`config.mk`:
```
export PLATFORM = sky130hd
export DESIGN_NAME = dpu_top
export DESIGN_NICKNAME = d
export VERILOG_FILES = /design/src/rtl/dpu_pkg.sv /design/src/rtl/dpu_vote.sv /design/src/rtl/dpu_timer.sv /design/src/rtl/dpu_top.sv
export SDC_FILE = /design/constraint.sdc
export NUM_CORES = 1
export LEC_CHECK = 0
export ABC_AREA = 1
export ABC_CLOCK_PERIOD_IN_PS = 6100
export BUFFER_PORTS_ARGS = -buffer_cell sky130_fd_sc_hd__buf_2
export CORE_UTILIZATION = 28
export CTS_CLUSTER_SIZE = 20
export DETAILED_ROUTE_END_ITERATION = 16
export GPL_ROUTABILITY_DRIVEN = 1
export GPL_TIMING_DRIVEN = 1
export PLACE_DENSITY_LB_ADDON = 0.15
export SETUP_SLACK_MARGIN = 0.02
export SYNTH_ARGS = -nofsm -noshare
export SYNTH_HDL_FRONTEND = slang
export SYNTH_HIERARCHICAL = 1
export SYNTH_SLANG_ARGS = --single-unit
```
`constraint.sdc`:
```
create_clock -name REF_CLK -period 6.1 [get_ports REF_CLK]
set_input_delay 1.22 -clock REF_CLK [delete_from_list [all_inputs] [get_ports REF_CLK]]
set_output_delay 1.22 -clock REF_CLK [all_outputs]
set_load 0.1 [all_outputs]
```
`src/rtl/dpu_pkg.sv`:
```
// Package of constants for the diverse protection voting logic
package dpu_pkg;
   // =====================================================================
   // Geometry
   localparam int NUM_CHAN = 4;
   localparam int NUM_PROC = 3;
   localparam int NUM_RELIEF = 10;
   localparam int NUM_SCRAM_IN = 6;
   // =====================================================================
   // Scram input bit positions
   localparam int SCR_HI_PRESS = 0;
   localparam int SCR_HI_LVL8 = 1;
   localparam int SCR_LO_LVL3 = 2;
   localparam int SCR_HI_DW_PRESS = 3;
   localparam int SCR_HI_POOL_TEMP = 4;
   localparam int SCR_SIV_CLOSED = 5;
   // =====================================================================
   // Timing
   localparam longint CLK_HZ = 100000000;
   localparam int LVL1_HOLD_S = 10;
   localparam int INHIBIT_HOLD_S = 60;
   localparam int RUNBACK_DELAY_S = 10;
   localparam longint LVL1_HOLD_CYC = LVL1_HOLD_S * CLK_HZ;
   localparam longint INHIBIT_HOLD_CYC = INHIBIT_HOLD_S * CLK_HZ;
   localparam longint RUNBACK_DELAY_CYC = RUNBACK_DELAY_S * CLK_HZ;
   localparam int TIMER_W = 40;
   // =====================================================================
   // Reset values
   localparam logic RST_BIT = 1'b0;
   localparam logic [2:0] RST_VEC3 = 3'h0;
   localparam logic [9:0] RST_RELIEF = 10'h000;
   localparam logic [TIMER_W-1:0] RST_CNT = 40'h00_0000_0000;
endpackage : dpu_pkg

```
`src/rtl/dpu_vote.sv`:
```
// Channel vote with bypass degradation
`timescale 1ns/1ps
`default_nettype none
module dpu_vote (
   input wire logic [3:0] chan_trip,
   input wire logic [3:0] chan_bad,
   output logic vote
);
   logic [3:0] good;
   logic [2:0] n_trip;
   logic [2:0] n_good;
   always_comb begin
      good = ~chan_bad;
      n_trip = 3'h0;
      n_good = 3'h0;
      for (int i = 0; i < 4; i++) begin
         n_trip = n_trip + {2'h0, chan_trip[i] & good[i]};
         n_good = n_good + {2'h0, good[i]};
      end
      // Two of four, or two of three remaining once a channel drops out
      // With two channels lost trip is two of two; with three lost the one survivor trips alone
      vote = (n_trip >= 3'h2) || ((n_good <= 3'h1) && (n_trip >= n_good) && (n_good != 3'h0));
   end
endmodule // dpu_vote
`default_nettype wire

```
`src/rtl/dpu_timer.sv`:
```
// Persistence timer: asserts once its condition has held for HOLD cycles
`timescale 1ns/1ps
`default_nettype none
module dpu_timer #(
   parameter longint HOLD = 64'd1000
) (
   input wire logic REF_CLK,
   input wire logic RESETN,
   input wire logic cond,
   output logic done
);
   logic [dpu_pkg::TIMER_W-1:0] cnt_q, cnt_d;
   always_comb begin
      if (!cond) begin
         cnt_d = dpu_pkg::RST_CNT;
      end else if (cnt_q < HOLD[dpu_pkg::TIMER_W-1:0]) begin
         cnt_d = cnt_q + 40'h00_0000_0001;
      end else begin
         cnt_d = cnt_q;
      end
      done = cond && (cnt_q >= HOLD[dpu_pkg::TIMER_W-1:0]);
   end
   always_ff @(posedge REF_CLK) begin
      if (!RESETN) begin
         cnt_q <= dpu_pkg::RST_CNT;
      end else begin
         cnt_q <= cnt_d;
      end
   end
endmodule // dpu_timer
`default_nettype wire

```
`src/rtl/dpu_top.sv`:
```
// Diverse protection unit: scram, runback, core cooling and inhibit logic
// Summary of operation
// - Diverse scram and rod insertion on voted rod-runin with power, or primary scram.
// - Delayed feedwater runback after diverse scram only while power stays elevated.
// - Failure-to-scram runback request is forwarded to the feedwater controller.
// - Feedwater pumps trip on very high level, Level 9.
// - Any of six plant conditions demands the diverse scram.
// - Bad or bypassed channel degrades channel vote to two of three.
// - Failed processor degrades output vote to two of two survivors.
// - Scram output switches the solenoid return side, energize to actuate.
// - Each processor sends its own scram link; timing panel votes two of three.
// - Manual scram accepted from hardwired switches or operator display.
// - Core cooling start from Level 1 channels voted two of four.
// - Level 1 held ten seconds latches and issues core cooling start.
// - Manual core cooling needs both operator inputs together.
// - Start signal needs two of three processors agreeing.
// - Actuation only when every series output switch confirms initiation.
// - No automatic sequenced initiation on drywell pressure; operator triggers it.
// - Fourth solenoid of all ten relief valves is driven.
// - Depressurization squib fires only on three simultaneous redundant trips.
// - Gravity injection squib needs three simultaneous trip signals.
// - Level 1 logic inhibited by Level 2 with flux, or pressure with flux 60 s.
// - Same inhibit blocks sequenced initiation and drywell feedwater isolation.
// - Operator inhibits for Level 1, sequenced initiation and feedwater isolation.
`timescale 1ns/1ps
`default_nettype none
module dpu_top (
   input wire logic REF_CLK,
   input wire logic RESETN,
   input wire logic [23:0] SCRAM_CHAN,
   input wire logic [3:0] CHAN_BAD,
   input wire logic [2:0] PROC_FAIL,
   input wire logic [2:0] RUNIN_CMD,
   input wire logic [3:0] PRIMARY_SCRAM,
   input wire logic POWER_HIGH,
   input wire logic RUNBACK_REQ,
   input wire logic [3:0] LVL9_CHAN,
   input wire logic [3:0] LVL1_CHAN,
   input wire logic [3:0] LVL2_CHAN,
   input wire logic [3:0] HI_PRESS_CHAN,
   input wire logic [3:0] FLUX_PERMIT_CHAN,
   input wire logic [3:0] DW_PRESS_HH_CHAN,
   input wire logic MAN_SCRAM_SW,
   input wire logic MAN_SCRAM_DISP,
   input wire logic [1:0] MAN_ECC,
   input wire logic MAN_SEQ_INIT,
   input wire logic MAN_INH_LVL1,
   input wire logic MAN_INH_SEQ,
   input wire logic MAN_INH_FWISO,
   input wire logic [2:0] SWITCH_OK,
   output logic SCRAM_RETURN_OPEN,
   output logic [2:0] SCRAM_LINK,
   output logic ROD_INSERT,
   output logic FW_RUNBACK,
   output logic FW_PUMP_TRIP,
   output logic FW_ISOLATE,
   output logic ECC_START,
   output logic [9:0] RELIEF_SOL,
   output logic [2:0] DEPRESS_TRIP,
   output logic [2:0] GRAVITY_TRIP,
   output logic INHIBIT_ACTIVE
);
   // =====================================================================
   // Input synchronisers: every input pin but REF_CLK and RESETN passes two flops before use
   localparam int IN_W = 24 + 4 + 3 + 3 + 4 + 1 + 1 + 4 * 6 + 1 + 1 + 2 + 1 + 1 + 1 + 1 + 3;
   logic [IN_W-1:0] raw, s1_q, s2_q;
   assign raw = {SCRAM_CHAN, CHAN_BAD, PROC_FAIL, RUNIN_CMD, PRIMARY_SCRAM, POWER_HIGH,
                 RUNBACK_REQ, LVL9_CHAN, LVL1_CHAN, LVL2_CHAN, HI_PRESS_CHAN,
                 FLUX_PERMIT_CHAN, DW_PRESS_HH_CHAN, MAN_SCRAM_SW, MAN_SCRAM_DISP,
                 MAN_ECC, MAN_SEQ_INIT, MAN_INH_LVL1, MAN_INH_SEQ, MAN_INH_FWISO,
                 SWITCH_OK};
   always_ff @(posedge REF_CLK) begin
      if (!RESETN) begin
         s1_q <= '0;
         s2_q <= '0;
      end else begin
         s1_q <= raw;
         s2_q <= s1_q;
      end
   end
   logic [23:0] scram_chan;
   logic [3:0] chan_bad, primary, lvl9, lvl1, lvl2, hi_press, flux, dw_hh;
   logic [2:0] proc_fail, runin, sw_ok;
   logic [1:0] man_ecc;
   logic power_high, runback_req, man_scr_sw, man_scr_disp, man_seq;
   logic inh_lvl1, inh_seq, inh_fwiso;
   assign {scram_chan, chan_bad, proc_fail, runin, primary, power_high, runback_req, lvl9,
           lvl1, lvl2, hi_press, flux, dw_hh, man_scr_sw, man_scr_disp, man_ecc, man_seq,
           inh_lvl1, inh_seq, inh_fwiso, sw_ok} = s2_q;

   // Two of three among live processors; two of two once one has failed
   function automatic logic proc_vote(input logic [2:0] d, input logic [2:0] fail);
      logic [2:0] live;
      logic [1:0] n_live, n_trip;
      live = ~fail;
      n_live = 2'(live[0]) + 2'(live[1]) + 2'(live[2]);
      n_trip = 2'(d[0] & live[0]) + 2'(d[1] & live[1]) + 2'(d[2] & live[2]);
      if (n_live == 2'h3) begin
         proc_vote = n_trip >= 2'h2;
      end else begin
         proc_vote = (n_trip == n_live) && (n_live != 2'h0);
      end
   endfunction

   // =====================================================================
   // Channel votes, one set shared by all processors
   logic [5:0] scr_vote;
   logic lvl9_v, lvl1_v, lvl2_v, press_v, flux_v, dwhh_v, prim_v;
   genvar g;
   generate
      for (g = 0; g < dpu_pkg::NUM_SCRAM_IN; g++) begin : g_scr
         dpu_vote u_v (
            .chan_trip(scram_chan[4*g +: 4]),
            .chan_bad(chan_bad),
            .vote(scr_vote[g])
         );
      end
   endgenerate
   dpu_vote u_prim (.chan_trip(primary), .chan_bad(chan_bad), .vote(prim_v));
   dpu_vote u_l9 (.chan_trip(lvl9), .chan_bad(chan_bad), .vote(lvl9_v));
   dpu_vote u_l1 (.chan_trip(lvl1), .chan_bad(chan_bad), .vote(lvl1_v));
   dpu_vote u_l2 (.chan_trip(lvl2), .chan_bad(chan_bad), .vote(lvl2_v));
   dpu_vote u_hp (.chan_trip(hi_press), .chan_bad(chan_bad), .vote(press_v));
   dpu_vote u_fx (.chan_trip(flux), .chan_bad(chan_bad), .vote(flux_v));
   dpu_vote u_dw (.chan_trip(dw_hh), .chan_bad(chan_bad), .vote(dwhh_v));

   // =====================================================================
   // Inhibit and persistence timers
   logic press_flux_done, lvl1_done, runback_done, inhibit;
   dpu_timer #(.HOLD(dpu_pkg::INHIBIT_HOLD_CYC)) u_tinh (
      .REF_CLK(REF_CLK),
      .RESETN(RESETN),
      .cond(press_v & flux_v),
      .done(press_flux_done)
   );
   assign inhibit = (lvl2_v & flux_v) | press_flux_done;

   logic lvl1_cond;
   assign lvl1_cond = lvl1_v & ~inhibit & ~inh_lvl1;
   dpu_timer #(.HOLD(dpu_pkg::LVL1_HOLD_CYC)) u_tl1 (
      .REF_CLK(REF_CLK),
      .RESETN(RESETN),
      .cond(lvl1_cond),
      .done(lvl1_done)
   );

   // =====================================================================
   // Scram and core cooling state
   logic scram_latch_q, scram_latch_d;
   logic ecc_seal_q, ecc_seal_d;
   logic scram_dem;
   dpu_timer #(.HOLD(dpu_pkg::RUNBACK_DELAY_CYC)) u_trb (
      .REF_CLK(REF_CLK),
      .RESETN(RESETN),
      .cond(scram_latch_q & power_high),
      .done(runback_done)
   );

   // Each processor computes the same decision from shared channel data
   logic [2:0] proc_scram, proc_ecc, proc_seq;
   logic scr_auto, ecc_auto, ecc_man, seq_ok;
   always_comb begin
      scr_auto = (|scr_vote) | prim_v | (proc_vote(runin, proc_fail) & power_high);
      ecc_auto = lvl1_done | ecc_seal_q;
      ecc_man = man_ecc[0] & man_ecc[1];
      seq_ok = man_seq & ~inhibit & ~inh_seq;
      proc_scram = {3{scr_auto | man_scr_sw | man_scr_disp}} & ~proc_fail;
      proc_ecc = {3{ecc_auto | ecc_man}} & ~proc_fail;
      proc_seq = {3{seq_ok}} & ~proc_fail;
      scram_dem = proc_vote(proc_scram, proc_fail);
      scram_latch_d = scram_latch_q | scram_dem;
      ecc_seal_d = ecc_seal_q | lvl1_done;
   end

   // =====================================================================
   // Output stage: next values here, plain registers below
   logic ecc_voted, seq_voted, actuate, seq_act, fire;
   logic scram_out_d, rod_d, runback_d, pump_trip_d, isolate_d;
   logic ecc_start_d, inhibit_d;
   logic [2:0] link_d;
   logic [9:0] relief_d;
   logic [2:0] depress_d, gravity_d;
   always_comb begin
      ecc_voted = proc_vote(proc_ecc, proc_fail);
      seq_voted = proc_vote(proc_seq, proc_fail);
      actuate = ecc_voted & (&sw_ok);
      seq_act = seq_voted & (&sw_ok);
      fire = actuate | seq_act;
      // Trip sits on the solenoid return leg so the supply side stays untouched
      scram_out_d = scram_dem;
      rod_d = scram_dem;
      link_d = proc_scram;
      runback_d = runback_req | runback_done;
      pump_trip_d = lvl9_v;
      isolate_d = dwhh_v & ~inhibit & ~inh_fwiso;
      ecc_start_d = actuate;
      relief_d = {dpu_pkg::NUM_RELIEF{fire}};
      // Three separate trip paths feed each squib; one bad path cannot fire it
      depress_d = {3{fire}};
      gravity_d = {3{fire}};
      inhibit_d = inhibit;
   end

   always_ff @(posedge REF_CLK) begin
      if (!RESETN) begin
         scram_latch_q <= dpu_pkg::RST_BIT;
         ecc_seal_q <= dpu_pkg::RST_BIT;
         SCRAM_RETURN_OPEN <= dpu_pkg::RST_BIT;
         SCRAM_LINK <= dpu_pkg::RST_VEC3;
         ROD_INSERT <= dpu_pkg::RST_BIT;
         FW_RUNBACK <= dpu_pkg::RST_BIT;
         FW_PUMP_TRIP <= dpu_pkg::RST_BIT;
         FW_ISOLATE <= dpu_pkg::RST_BIT;
         ECC_START <= dpu_pkg::RST_BIT;
         RELIEF_SOL <= dpu_pkg::RST_RELIEF;
         DEPRESS_TRIP <= dpu_pkg::RST_VEC3;
         GRAVITY_TRIP <= dpu_pkg::RST_VEC3;
         INHIBIT_ACTIVE <= dpu_pkg::RST_BIT;
      end else begin
         scram_latch_q <= scram_latch_d;
         ecc_seal_q <= ecc_seal_d;
         SCRAM_RETURN_OPEN <= scram_out_d;
         SCRAM_LINK <= link_d;
         ROD_INSERT <= rod_d;
         FW_RUNBACK <= runback_d;
         FW_PUMP_TRIP <= pump_trip_d;
         FW_ISOLATE <= isolate_d;
         ECC_START <= ecc_start_d;
         RELIEF_SOL <= relief_d;
         DEPRESS_TRIP <= depress_d;
         GRAVITY_TRIP <= gravity_d;
         INHIBIT_ACTIVE <= inhibit_d;
      end
   end
endmodule // dpu_top
`default_nettype wire

```
# ---- Yosys cells after proc, flatten, opt, wreduce, memory -nomap -nowiden
# Cells that the tools add are included.
dict set report totals {
  register_bits 283
  output_inout_bits 26
  word_cells 266
  input_bits 77
}
dict set report op_classes {
  magnitude_cmp 37
  reduce_logical 53
  add_sub_neg 55
  muxes 4
  bitwise_logic 96
  n_eq_ne 5
}
# cell n
set op_table {}
lappend op_table {{$add A40 B1 Y40 const B} 3}
lappend op_table {{$add A3 B1 Y3} 28}
lappend op_table {{$ge A40 B30 Y1 const B} 2}
lappend op_table {{$lt A40 B30 Y1 const B} 2}
lappend op_table {{$and A1 B1 Y1} 77}
lappend op_table {{$ge A40 B33 Y1 const B} 1}
lappend op_table {{$lt A40 B33 Y1 const B} 1}
lappend op_table {{$ge A3 B2 Y1 const B} 13}
lappend op_table {{$ge A3 B3 Y1} 13}
lappend op_table {{$add A1 B1 Y2} 19}
lappend op_table {{$logic_and A1 B1 Y1} 33}
lappend op_table {{$logic_or A1 B1 Y1} 13}
lappend op_table {{$add A2 B1 Y2} 5}
lappend op_table {{$or A1 B1 Y1} 10}
lappend op_table {{$and A3 B3 Y3} 3}
lappend op_table {{$eq A2 B2 Y1} 4}
lappend op_table {{$ge A2 B2 Y1 const B} 4}
lappend op_table {{$reduce_and A2 Y1} 3}
lappend op_table {{$reduce_or A6 Y1} 1}
lappend op_table {{$mux W1} 4}
lappend op_table {{$not A1 Y1} 4}
lappend op_table {{$not A4 Y4} 1}
lappend op_table {{$le A3 B1 Y1 const B} 1}
lappend op_table {{$not A3 Y3} 1}
lappend op_table {{other kinds (4)} 4}

# ---- Longest topological paths before layout
# Gate-level depths: netlist (run 1).
dict set report depth {
  word_depth 27
  mapped_depth 31
  ltp_nobuf 31
}

# ---- By module
# Netlist (run 1), hierarchy kept.
# mod area_each_um2 seq_area_each_um2 instances cells_each
set modules_own_cells {}
lappend modules_own_cells {{dpu_timer (u_tl1 ...)} 2633.8 800.8 2 379}
lappend modules_own_cells {dpu_top 5073.6 3243.1 1 582}
lappend modules_own_cells {{dpu_vote (g_scr[2].u_v ...)} 266.5 0.0 11 40}
lappend modules_own_cells {{dpu_timer (u_tinh)} 2332.2 800.8 1 393}
lappend modules_own_cells {{dpu_vote (g_scr[0].u_v ...)} 267.8 0.0 2 40}

# ---- Least setup slack after synthesis (run 1)
# Ideal clock, no wire load.
dict set report synth_path {
  path_type {reg2reg}
  start {register s2_q[50]}
  end {register RELIEF_SOL[0] (netlist name)}
  setup_slack_ns 2.026
  path_buffers 0
  required_time_ns 5.974
  setup_ns 0.126
  arrival_time_ns 3.948
  stages_incl_launch_ff 31
  synth_period_minus_slack_ns 4.074
  cell_sequence {dfxtp_1 > inv_1 > fa_1 > ha_1 > ha_1 > inv_1 > ha_1 > nand2_1 > clkinv_1 > nand2_1 > nand2_1 > nand2_1 > nand2_1 > nand2_1 > inv_1 > a21boi_1 > a21o_1 > inv_1 > nand2_1 > nor2_1 > nand2_1 > inv_1 > inv_1 > nand3_1 > inv_1 > nor2_1 > fa_1 > inv_1 > o21ai_0 > nand2_1 > o21ai_0}
}
dict set report synth_between {
  elab_chain_cells 25
  elab_cells_between_ends 67
  classes_between {add/sub: 9; order compare: 11; eq/ne: 2; mux: 2; bitwise: 26; reduce/logical: 17}
}
# item line_no
set synth_rtl {}
lappend synth_rtl {{start, declared} dpu_top.sv:66} ;# logic [IN_W-1:0] raw, s1_q, s2_q;
lappend synth_rtl {{start signal, assigned} dpu_top.sv:78} ;# s2_q <= s1_q;
lappend synth_rtl {{$not A4 Y4 (*)} dpu_vote.sv:13} ;# good = ~chan_bad;
lappend synth_rtl {{$and A1 B1 Y1} dpu_vote.sv:17} ;# n_trip = n_trip + {2'h0, chan_trip[i] & good[i]};
lappend synth_rtl {{$add A3 B1 Y3} dpu_vote.sv:17}
lappend synth_rtl {{$ge A3 B3 Y1} dpu_vote.sv:22} ;# vote = (n_trip >= 3'h2) || ((n_good <= 3'h1) && (n_trip >= n_good) && (n_good != 3'h0));
lappend synth_rtl {{$logic_and A1 B1 Y1 (2 in a row)} dpu_vote.sv:22}
lappend synth_rtl {{$logic_or A1 B1 Y1 (*)} dpu_vote.sv:22}
lappend synth_rtl {{named net flux_v} dpu_top.sv:108} ;# logic lvl9_v, lvl1_v, lvl2_v, press_v, flux_v, dwhh_v, prim_v;
lappend synth_rtl {{$and A1 B1 Y1 (*)} dpu_top.sv:133} ;# .cond(press_v & flux_v),
lappend synth_rtl {{[1 not listed]} n/a}
lappend synth_rtl {{named net press_flux_done} dpu_top.sv:129} ;# logic press_flux_done, lvl1_done, runback_done, inhibit;
lappend synth_rtl {{[4 not listed]} n/a}
lappend synth_rtl {{named net lvl1_cond} dpu_top.sv:138} ;# logic lvl1_cond;
lappend synth_rtl {{[1 not listed]} n/a}
lappend synth_rtl {{named net lvl1_done} dpu_top.sv:129}
lappend synth_rtl {{[3 not listed]} n/a}
lappend synth_rtl {{$and A1 B1 Y1} dpu_top.sv:97} ;# n_trip = 2'(d[0] & live[0]) + 2'(d[1] & live[1]) + 2'(d[2] & live[2]);
lappend synth_rtl {{$add A1 B1 Y2} dpu_top.sv:97}
lappend synth_rtl {{$add A2 B1 Y2 (*)} dpu_top.sv:97}
lappend synth_rtl {{$eq A2 B2 Y1} dpu_top.sv:101} ;# proc_vote = (n_trip == n_live) && (n_live != 2'h0);
lappend synth_rtl {{$logic_and A1 B1 Y1} dpu_top.sv:101}
lappend synth_rtl {{$mux W1 (*)} dpu_top.sv:98} ;# if (n_live == 2'h3) begin
lappend synth_rtl {{$and A1 B1 Y1 (*)} dpu_top.sv:186} ;# actuate = ecc_voted & (&sw_ok);
lappend synth_rtl {{$or A1 B1 Y1 (*)} dpu_top.sv:188} ;# fire = actuate | seq_act;
# Mark *: on every way through the listed nets, which the timed path passes. The rest lies on a longest branch.
# A chain may end at the register's enable or synchronous reset.

# ---- Worst setup path after layout (run 1)
dict set report layout_path {
  start {register s2_q[47]}
  end {register RELIEF_SOL[0] (netlist name)}
}
dict set report layout_between {
  elab_chain_cells 27
  elab_cells_between_ends 77
  classes_between {add/sub: 19; order compare: 11; eq/ne: 2; mux: 2; bitwise: 26; reduce/logical: 17}
}
# item line_no
set layout_rtl {}
lappend layout_rtl {{$not A4 Y4 (*)} dpu_vote.sv:13}
lappend layout_rtl {{$and A1 B1 Y1} dpu_vote.sv:17}
lappend layout_rtl {{$add A1 B1 Y2} dpu_vote.sv:17}
lappend layout_rtl {{$add A3 B1 Y3 (2 in a row)} dpu_vote.sv:17}
lappend layout_rtl {{$ge A3 B3 Y1} dpu_vote.sv:22}
lappend layout_rtl {{$logic_and A1 B1 Y1 (2 in a row)} dpu_vote.sv:22}
lappend layout_rtl {{$logic_or A1 B1 Y1 (*)} dpu_vote.sv:22}
lappend layout_rtl {{named net flux_v} dpu_top.sv:108}
lappend layout_rtl {{[2 not listed]} n/a}
lappend layout_rtl {{named net press_flux_done} dpu_top.sv:129}
lappend layout_rtl {{[4 not listed]} n/a}
lappend layout_rtl {{named net lvl1_cond} dpu_top.sv:138}
lappend layout_rtl {{[1 not listed]} n/a}
lappend layout_rtl {{named net lvl1_done} dpu_top.sv:129}
lappend layout_rtl {{[3 not listed]} n/a}
lappend layout_rtl {{$and A1 B1 Y1} dpu_top.sv:97}
lappend layout_rtl {{$add A1 B1 Y2} dpu_top.sv:97}
lappend layout_rtl {{$add A2 B1 Y2 (*)} dpu_top.sv:97}
lappend layout_rtl {{$eq A2 B2 Y1} dpu_top.sv:101}
lappend layout_rtl {{$logic_and A1 B1 Y1} dpu_top.sv:101}
lappend layout_rtl {{$mux W1 (*)} dpu_top.sv:98}
lappend layout_rtl {{$and A1 B1 Y1 (*)} dpu_top.sv:186}
lappend layout_rtl {{$or A1 B1 Y1 (*)} dpu_top.sv:188}
# Marked as above.

==> results.sh, run 1 <==
export IMPL_grt_start_max_net_pins=62
export IMPL_cts_buffers_inserted=36
export IMPL_grt_use_total_pct=12.66
export IMPL_overflow=0
export IMPL_diodes=0
export IMPL_rsz0062_at_grt="no"
export IMPL_reg2reg_depth=29
export IMPL_gr_usage_met1_pct=16.00
export IMPL_power_share_clock_pct=48.7
export IMPL_clk_latency_ns=0.54
export IMPL_crit_top_cell="nand2_1"
export IMPL_antenna_found_initial=0
export IMPL_cts_sink_count=282
export IMPL_top_usage_layer="met2"
export IMPL_worstPathArrival_ns=5.26
export IMPL_hp_class="register to register"
export IMPL_switching_power_mw=1.119
export IMPL_crit_path_start="s2_q[47]$_SDFF_PN0_"
export IMPL_tns_ns=0
export IMPL_reg2reg_from="s2_q[47]$_SDFF_PN0_"
export IMPL_drtAntennaViolNets=0
export IMPL_numPortBuffers=102
export IMPL_dieArea_mm2=0.05861
export IMPL_startpoint_type="register"
export IMPL_cp_end_kind="register"
export IMPL_required_ns=6.56
export IMPL_path_class="register to register"
export IMPL_drt_wl_total_um=36010
export IMPL_pwr_share_comb_pct=9.1
export IMPL_drv_slew=0
export IMPL_drc=0
export IMPL_grt_pass1_wl_um=62070
export IMPL_yosys_cell_types_count=38
export IMPL_die_h_um=242.1
export IMPL_crit_path_top_delay_cell="dfxtp_1"
export IMPL_hold_viol_final=0
export IMPL_internal_power_mw=3.424
export IMPL_worstMarginPinSlew_ns=1.055
export IMPL_seq_area_frac_synth_pct=34.98
export IMPL_drt_iter0_drc=479
export IMPL_synth_area_leaders="dfxtp_1 (35%), nand2_1 (15%), inv_1 (10%)"
export IMPL_setup_worst_path_end="RELIEF_SOL[0]$_SDFF_PN0_"
export IMPL_clockBufferDepth=3
export IMPL_max_stage_delay_ns=0.72
export IMPL_vias_per_cell=4.139
export IMPL_hpwlAfterDp_um=26560
export IMPL_rr_endpoint="RELIEF_SOL[0]$_SDFF_PN0_"
export IMPL_yosys_warnings=6
export IMPL_final_nets=2567
export IMPL_dr_pass1_iters=5
export IMPL_grt_util_met3_pct=2.326
export IMPL_cts_setup_buffers=0
export IMPL_use_met2_pct=21.62
export IMPL_setup_viol=0
export IMPL_relSlewSlack_pct=29.41
export IMPL_seqPwrFrac_pct=42.2
export IMPL_syn_area_mm2=0.01614
export IMPL_p_leak_nw=8.932
export IMPL_cts_tree="built"
export IMPL_cp_max_fo=13
export IMPL_synth_top_area_share_pct=34.98
export IMPL_cts_hold_buf=0
export IMPL_synth_seq_cells=282
export IMPL_num_rows=87
export IMPL_outcome="complete, no violations"
export IMPL_period_needed_ns=4.794
export IMPL_globalplace_congestion=0.8477
export IMPL_cap_violations=0
export IMPL_die_x_um=242.1
export IMPL_reg2reg_slack_ns=1.31
export IMPL_via_count=12900
export IMPL_final_util_pct=32.42
export IMPL_synth_avg_cell_area_um2=7.164
export IMPL_io_pins=103
export IMPL_clk_pin_slew_worst_paths_ns=0.06
export IMPL_initial_utilization_pct=28.46
export IMPL_drive_above_1_share_pct=13.39
export IMPL_h_tree_depth=2
export IMPL_peakVddDrop_mv=0.2334
export IMPL_post_cts_resized=0
export IMPL_power_density_mw_per_mm2=247.1
export IMPL_fin_skew_ns=0.01745
export IMPL_grt_pass1_vias=12990
export IMPL_area_growth_pct=13.91
export IMPL_root_buffer="clkbuf_16"
export IMPL_fin_crit_sh_pct=78.60
export IMPL_synth_area_leader_cell="dfxtp_1"
export IMPL_fmax_mhz=208.6
export IMPL_core_mm2=0.05671
export IMPL_wire_per_inst_um=11.56
export IMPL_syn_inst=2253
export IMPL_swShare_pct=24.63
export IMPL_synth_fp_nets=2484
[Yosys cell counts, drive strengths merged]
master    n
xnor2     9
clkinv   19
nand4    21
fa       31
nor2b     1
nand2   717
nor2    277
and3      1
nand3    70
a21o      1
o21ai     9
o211ai    2
a21oi   114
a21boi    2
clkbuf   10
nand3b   25
nor3     15
ha      123
inv     457
dfxtp   282
xor2     16
buf      51
[critical path: cells and delay by family (launching register included)]
kind	cells	cell delay (ns)
AO/OA/AOI/OAI	4	0.63
adder cells (fa/ha/maj)	5	1.74
buffers and inverters	8	0.66
flip-flops	1	0.72
AND/OR/NAND/NOR	12	0.94
[cell usage in the layout, fill, tap and decap left out, types with 8 or more instances in the layout]
master       n
inv_2       10
nand4_1     21
buf_2      101
fa_1        31
clkbuf_16   37
nand2_1    657
nand3b_1    25
nand2_2     24
dfxtp_1    282
nor2_1     262
nand3_1     60
a21oi_1     63
nand2_4     36
clkinv_1    19
ha_1       123
nand3_2      8
nor3_1       9
xnor2_1      9
inv_1      447
xor2_1      14
nor2_2      11
a21oi_2     51
[state kept, by name, summed over array words and instances (netlist names)]
register / cells
ECC_START: 1
FW_ISOLATE: 1
FW_PUMP_TRIP: 1
FW_RUNBACK: 1
INHIBIT_ACTIVE: 1
RELIEF_SOL: 1
ROD_INSERT: 1
SCRAM_LINK: 3
ecc_seal_q: 1
s1_q: 75
s2_q: 75
scram_latch_q: 1
u_tinh/cnt_q: 40
u_tl1/cnt_q: 40
u_trb/cnt_q: 40
[cell type report]
cell class / count / area, µm²
fill: 6114 / 38330
multi-input combinational: 1434 / 8239
sequential: 282 / 5645
inverter: 476 / 1787
clock buffer: 48 / 1017
tap: 756 / 945.9
timing repair buffer: 106 / 543.0
clock inverter: 14 / 207.7
[metal layers]
layer	up-vias	routed length (µm)
li1	6834	-
met5	-	0
met1	5844	17330
met2	173	16700
met3	45	1167
met4	0	816
[power groups by stage]
stage | Sequential, mW | Clock [mW] | Combinational, mW
after floorplan | 1.98 | 0 | 0.286
after global placement | 1.96 | 0 | 0.407
after detailed placement | 1.96 | 0 | 0.420
after CTS | 1.92 | 2.30 | 0.422
after global routing | 1.92 | 2.38 | 0.491
final | 1.92 | 2.21 | 0.411
[through the flow]
stage	setup slack, ns	cell area, µm²	hold slack [ns]	cells	power, mW
floorplan	2.026	16140	0.3735	2253	2.271
global placement	1.387	17160	0.3940	3054	2.367
detailed placement	1.217	17160	0.3978	3054	2.379
CTS	1.171	18390	0.4057	3116	4.646
finish	1.306	18390	0.4043	3116	4.544
global route	0.7568	18390	0.4297	3116	4.791
[worst min path at each step]
stage | start | endpoint | cells after the start
floorplan | s2_q[3]$_SDFF_PN0_ | FW_ISOLATE$_SDFF_PN0_ | 1
global placement | s1_q[31]$_SDFF_PN0_ | s2_q[31]$_SDFF_PN0_ | 2
detailed placement | s1_q[33]$_SDFF_PN0_ | s2_q[33]$_SDFF_PN0_ | 2
CTS | s1_q[33]$_SDFF_PN0_ | s2_q[33]$_SDFF_PN0_ | 2
global route | s1_q[37]$_SDFF_PN0_ | s2_q[37]$_SDFF_PN0_ | 2
finish | s1_q[33]$_SDFF_PN0_ | s2_q[33]$_SDFF_PN0_ | 2
[cells by family (layout without fill, tap and decap cells)]
group | Yosys count | count (layout) | synth area share, %
compound gates | 128 | 128 | 5.232
flops | 282 | 282 | 34.98
xor+xnor | 25 | 25 | 1.450
simple gates | 1127 | 1127 | 30.95
buf+inv | 537 | 644 | 14.01
fa+ha+maj | 154 | 154 | 13.38
(Power assumes the default switching activity.)
==> run 2: changes to the inputs <==
ABC_CLOCK_PERIOD_IN_PS = 4000   (was 6100)
clock period = 4 ns   (was 6.1 ns; I/O delays follow)
==> results.sh, run 2 (synthesized netlist as in run 1, its figures left out) <==
export IMPL_crit_buf_inv=9
export IMPL_cp_top_family="adder cells"
export IMPL_place_area_mm2=0.01731
export IMPL_clk_latency_ns=0.56
export IMPL_num_rows=87
export IMPL_grt_use_total_pct=12.94
export IMPL_via_count=13110
export IMPL_max_stage_delay_ns=0.56
export IMPL_antenna_found_initial=0
export IMPL_vias_per_cell=4.152
export IMPL_dr_pass1_iters=5
export IMPL_tns_ns=0
export IMPL_hold_viol_final=0
export IMPL_path_class="register to register"
export IMPL_power_density_mw_per_mm2=365.1
export IMPL_reg2reg_from="s2_q[47]$_SDFF_PN0_"
export IMPL_grt_pass1_vias=13090
export IMPL_die_h_um=242.1
export IMPL_core_mm2=0.05671
export IMPL_overflow=0
export IMPL_grt_start_max_net_pins=145
export IMPL_hp_class="register to register"
export IMPL_drv_slew=0
export IMPL_cp_end_kind="register"
export IMPL_peakVddDrop_mv=0.2982
export IMPL_drt_iter0_drc=545
export IMPL_p_total_mw=6.941
export IMPL_timing_hold_ws_ns=0.4099
export IMPL_hpwlAfterDp_um=27470
export IMPL_p_leak_nw=9.160
export IMPL_numPortBuffers=102
export IMPL_fmax_mhz=253.0
export IMPL_grt_pass1_wl_um=62980
export IMPL_die_x_um=242.1
export IMPL_reg_top3="s1_q x75, s2_q x75"
export IMPL_rsz0062_at_grt="yes"
export IMPL_clk_pin_slew_worst_paths_ns=0.06
export IMPL_rr_endpoint="RELIEF_SOL[0]$_SDFF_PN0_"
export IMPL_hold_path_depth=2
export IMPL_crit_top_cell="inv_2"
export IMPL_worstPathArrival_ns=4.45
export IMPL_root_buffer="clkbuf_16"
export IMPL_globalplace_congestion=0.8534
export IMPL_reg2reg_slack_ns=0.05
export IMPL_cts_hold_buf=0
export IMPL_diodes=0
export IMPL_cap_violations=0
export IMPL_crit_path_top_delay_cell="fa_1"
export IMPL_final_util_pct=33.52
export IMPL_reg2reg_depth=31
export IMPL_final_nets=2607
export IMPL_drive_above_1_share_pct=17.94
export IMPL_whs_endpoint="s2_q[46]$_SDFF_PN0_"
export IMPL_wire_per_inst_um=11.90
export IMPL_finalInstanceArea_mm2=0.01901
export IMPL_io_pins=103
export IMPL_relSlewSlack_pct=29.93
export IMPL_drtAntennaViolNets=0
export IMPL_worstMarginPinSlew_ns=1.047
export IMPL_area_growth_pct=17.78
export IMPL_fin_skew_ns=0.03100
export IMPL_fin_crit_sh_pct=98.81
export IMPL_cts_sink_count=282
export IMPL_setup_viol=0
export IMPL_cts_tree="built"
export IMPL_drc=0
export IMPL_period_needed_ns=3.953
export IMPL_h_tree_depth=2
export IMPL_cp_max_fo=3
export IMPL_clockBufferDepth=3
export IMPL_initial_utilization_pct=28.46
export IMPL_layout_common_cells="nand2_1 (638), inv_1 (424), dfxtp_1 (278)"
export IMPL_min_from="s1_q[46]$_SDFF_PN0_"
export IMPL_outcome="complete, no violations"
export IMPL_drt_wl_total_um=37590
export IMPL_dieArea_mm2=0.05861
export IMPL_layout_commonest_cell="nand2_1"
export IMPL_startpoint_type="register"
export IMPL_required_ns=4.50
export IMPL_nFillCells=6088
export IMPL_cts_buffers_inserted=36
## run 2: worst min-delay path: stages (launching register included)
cell     delay, ns
dfxtp_1       0.30
nand2_1       0.05
inv_1         0.04
## run 2: final cells by class
| class | count | area, µm² | share of cell area [%] |
|---|---|---|---|
| clock buffer | 46 | 989.7 | 5.206 |
| clock inverter | 18 | 229.0 | 1.204 |
| inverter | 476 | 1802 | 9.477 |
| multi-input combinational | 1434 | 8496 | 44.69 |
| sequential | 282 | 5655 | 29.75 |
| tap | 756 | 945.9 | 4.976 |
| timing repair buffer | 144 | 880.8 | 4.633 |
| timing repair inverter | 2 | 12.51 | 0.06582 |
## run 2: worst max-delay path by stage
stage | startpoint | to | slack (ns) | depth (start not counted)
floorplan | s2_q[48]$_SDFF_PN0_ | RELIEF_SOL[0]$_SDFF_PN0_ | 0.05 | 31
global placement | s2_q[48]$_SDFF_PN0_ | RELIEF_SOL[0]$_SDFF_PN0_ | -0.20 | 31
detailed placement | s2_q[48]$_SDFF_PN0_ | RELIEF_SOL[0]$_SDFF_PN0_ | -0.30 | 30
CTS | s2_q[47]$_SDFF_PN0_ | RELIEF_SOL[0]$_SDFF_PN0_ | -0.05 | 31
global route | s2_q[48]$_SDFF_PN0_ | RELIEF_SOL[0]$_SDFF_PN0_ | -0.26 | 26
finish | s2_q[47]$_SDFF_PN0_ | RELIEF_SOL[0]$_SDFF_PN0_ | 0.05 | 31
## run 2: through the flow
| step | setup WS, ns | cells |
|---|---|---|
| 2_1_floorplan | 0.04777 | 2253 |
| 6_report | 0.04748 | 3158 |
| 3_5_place_dp | -0.3007 | 3072 |
| 4_1_cts | -0.05474 | 3148 |
| 3_3_place_gp | -0.1961 | 3072 |
| 5_1_grt | -0.2599 | 3158 |
## run 2: repair_timing
action,CTS,global route
setup endpoints to repair,3,56
pin swaps,19,26
resized for setup,34,71
setup buffers,12,9
hold endpoints to repair,0,0
gates cloned,0,2
## run 2: routing by layer
layer,part of all wire [%],GRT usage (%)
met5,0,0
met4,2.1,4.058
met3,3.3,2.105
met2,47,22.45
met1,48,16.29
## run 2: where the power goes
part | internal [mW] | switching (mW) | leakage, nW
Combinational | 0.275 | 0.436 | 6.26
Clock | 1.97 | 1.33 | 0.591
Sequential | 2.89 | 0.0348 | 2.31
==> run 3: changes to the inputs <==
RECOVER_POWER = 25   (was unset)
==> results.sh, run 3 (synthesized netlist as in run 1, its figures left out) <==
export IMPL_outcome="finished, violations left"
export IMPL_violations="capacitance limit, slew limit"
export IMPL_vias_per_cell=4.155
export IMPL_rsz0062_at_grt="yes"
export IMPL_period_needed_ns=3.952
export IMPL_numPortBuffers=102
export IMPL_hpwlAfterDp_um=27470
export IMPL_power_density_mw_per_mm2=365.6
export IMPL_peakVddDrop_mv=0.2986
export IMPL_antenna_found_initial=0
export IMPL_cts_hold_buf=0
export IMPL_clk_latency_ns=0.56
export IMPL_nFillCells=6090
export IMPL_clk_pin_slew_worst_paths_ns=0.06
export IMPL_rr_endpoint="RELIEF_SOL[0]$_SDFF_PN0_"
export IMPL_initial_utilization_pct=28.46
export IMPL_via_count=13120
export IMPL_setup_ws_ns=0.04785
export IMPL_cp_end_kind="register"
export IMPL_grt_use_total_pct=12.94
export IMPL_drt_iter0_drc=541
export IMPL_io_pins=103
export IMPL_reg2reg_slack_ns=0.05
export IMPL_cap_violations=1
export IMPL_place_area_mm2=0.01731
export IMPL_grt_start_max_net_pins=145
export IMPL_drc=0
export IMPL_crit_top_cell="inv_2"
export IMPL_preCtsSetupSlack_ns=-0.3007
export IMPL_dr_pass1_iters=5
export IMPL_whs_endpoint="s2_q[46]$_SDFF_PN0_"
export IMPL_h_tree_depth=2
export IMPL_drt_wl_total_um=37600
export IMPL_worstPathArrival_ns=4.45
export IMPL_crit_path_top_delay_cell="fa_1"
export IMPL_p_leak_nw=9.155
export IMPL_path_class="register to register"
export IMPL_hold_viol_final=0
export IMPL_cts_tree="built"
export IMPL_worstMarginPinSlew_ns=2.613
export IMPL_grt_pass1_wl_um=62980
export IMPL_wire_per_inst_um=11.90
export IMPL_core_mm2=0.05671
export IMPL_finalInstanceArea_mm2=0.01900
export IMPL_p_total_mw=6.945
export IMPL_layout_commonest_cell="nand2_1"
export IMPL_die_h_um=242.1
export IMPL_reg2reg_depth=31
export IMPL_cts_buffers_inserted=36
export IMPL_overflow=0
export IMPL_required_ns=4.50
export IMPL_globalplace_congestion=0.8534
export IMPL_grt_pass1_vias=13090
export IMPL_fin_crit_sh_pct=98.80
export IMPL_diodes=0
export IMPL_startpoint_type="register"
export IMPL_clockBufferDepth=3
export IMPL_reg2reg_from="s2_q[47]$_SDFF_PN0_"
export IMPL_tns_ns=0
export IMPL_drive_above_1_share_pct=17.94
export IMPL_final_nets=2607
export IMPL_fin_skew_ns=0.03149
export IMPL_num_rows=87
export IMPL_hold_path_depth=2
export IMPL_area_growth_pct=17.69
export IMPL_drtAntennaViolNets=0
export IMPL_max_stage_delay_ns=0.56
export IMPL_fmax_mhz=253.0
export IMPL_min_from="s1_q[46]$_SDFF_PN0_"
export IMPL_root_buffer="clkbuf_16"
export IMPL_hp_class="register to register"
export IMPL_setup_viol=0
export IMPL_cp_max_fo=3
export IMPL_layout_common_cells="nand2_1 (638), inv_1 (424), dfxtp_1 (278)"
export IMPL_die_x_um=242.1
export IMPL_relSlewSlack_pct=-74.20
export IMPL_drv_slew=145
export IMPL_dieArea_mm2=0.05861
export IMPL_cts_sink_count=282
export IMPL_reg_top3="s1_q x75, s2_q x75"
-- run 3: cell types whose count changed in the layout (fill, tap and decap cells not counted) --
cell and change:
buf_12 -1, clkbuf_2 +1
-- run 3: layer usage --
layer  vias up  track usage, %  part of all wire [%]
met5         -               0                     0
met4         0           4.058                   2.1
met3        45           2.105                   3.3
met2       155           22.45                    47
met1      5993           16.29                    48
li1       6927               -                     -
-- run 3: metrics by stage --
| stage | std cells | hold slack, ns | util, % |
|---|---|---|---|
| floorplan | 2253 | 0.3735 | - |
| global placement | 3072 | 0.4019 | 30.52 |
| detailed placement | 3072 | 0.3983 | 30.52 |
| CTS | 3148 | 0.3948 | 33.02 |
| global route | 3158 | 0.4161 | 33.49 |
| finish | 3158 | 0.4094 | 33.49 |
-- run 3: area by class of cell --
class,count,area [µm²],area share (%)
timing repair buffer,144,865.8,4.558
sequential,282,5655,29.77
timing repair inverter,2,12.51,0.06587
inverter,476,1802,9.485
tap,756,945.9,4.980
clock inverter,18,229.0,1.205
multi-input combinational,1434,8496,44.72
clock buffer,46,989.7,5.210
-- run 3: worst max path at each step --
stage	start	to	slack [ns]	depth (start not counted)
2_1_floorplan	s2_q[48]$_SDFF_PN0_	RELIEF_SOL[0]$_SDFF_PN0_	0.05	31
3_5_place_dp	s2_q[48]$_SDFF_PN0_	RELIEF_SOL[0]$_SDFF_PN0_	-0.30	30
6_report	s2_q[47]$_SDFF_PN0_	RELIEF_SOL[0]$_SDFF_PN0_	0.05	31
3_3_place_gp	s2_q[48]$_SDFF_PN0_	RELIEF_SOL[0]$_SDFF_PN0_	-0.20	31
5_1_grt	s2_q[48]$_SDFF_PN0_	RELIEF_SOL[0]$_SDFF_PN0_	-0.26	26
4_1_cts	s2_q[47]$_SDFF_PN0_	RELIEF_SOL[0]$_SDFF_PN0_	-0.05	31
-- run 3: critical path, delay by kind of cell (launching register included) --
family	cells	cell delay, ns
buffers and inverters	9	0.52
adders and majority gates	5	1.77
AOI/OAI and AO/OA	4	0.53
DFF	1	0.34
and+or+nand+nor	13	0.73
-- run 3: where the power goes --
| part | leakage, nW | internal, mW | switching, mW | total [mW] |
|---|---|---|---|---|
| registers | 2.31 | 2.89 | 0.0348 | 2.93 |
| logic | 6.26 | 0.279 | 0.435 | 0.714 |
| clock network | 0.591 | 1.97 | 1.33 | 3.31 |
-- run 3: what timing repair did --
item                                    CTS  global route
cloned                                    0             2
pin swaps                                19            26
gates resized for setup                  34            71
buffers inserted                         12             9
endpoints found under the setup margin    3            56
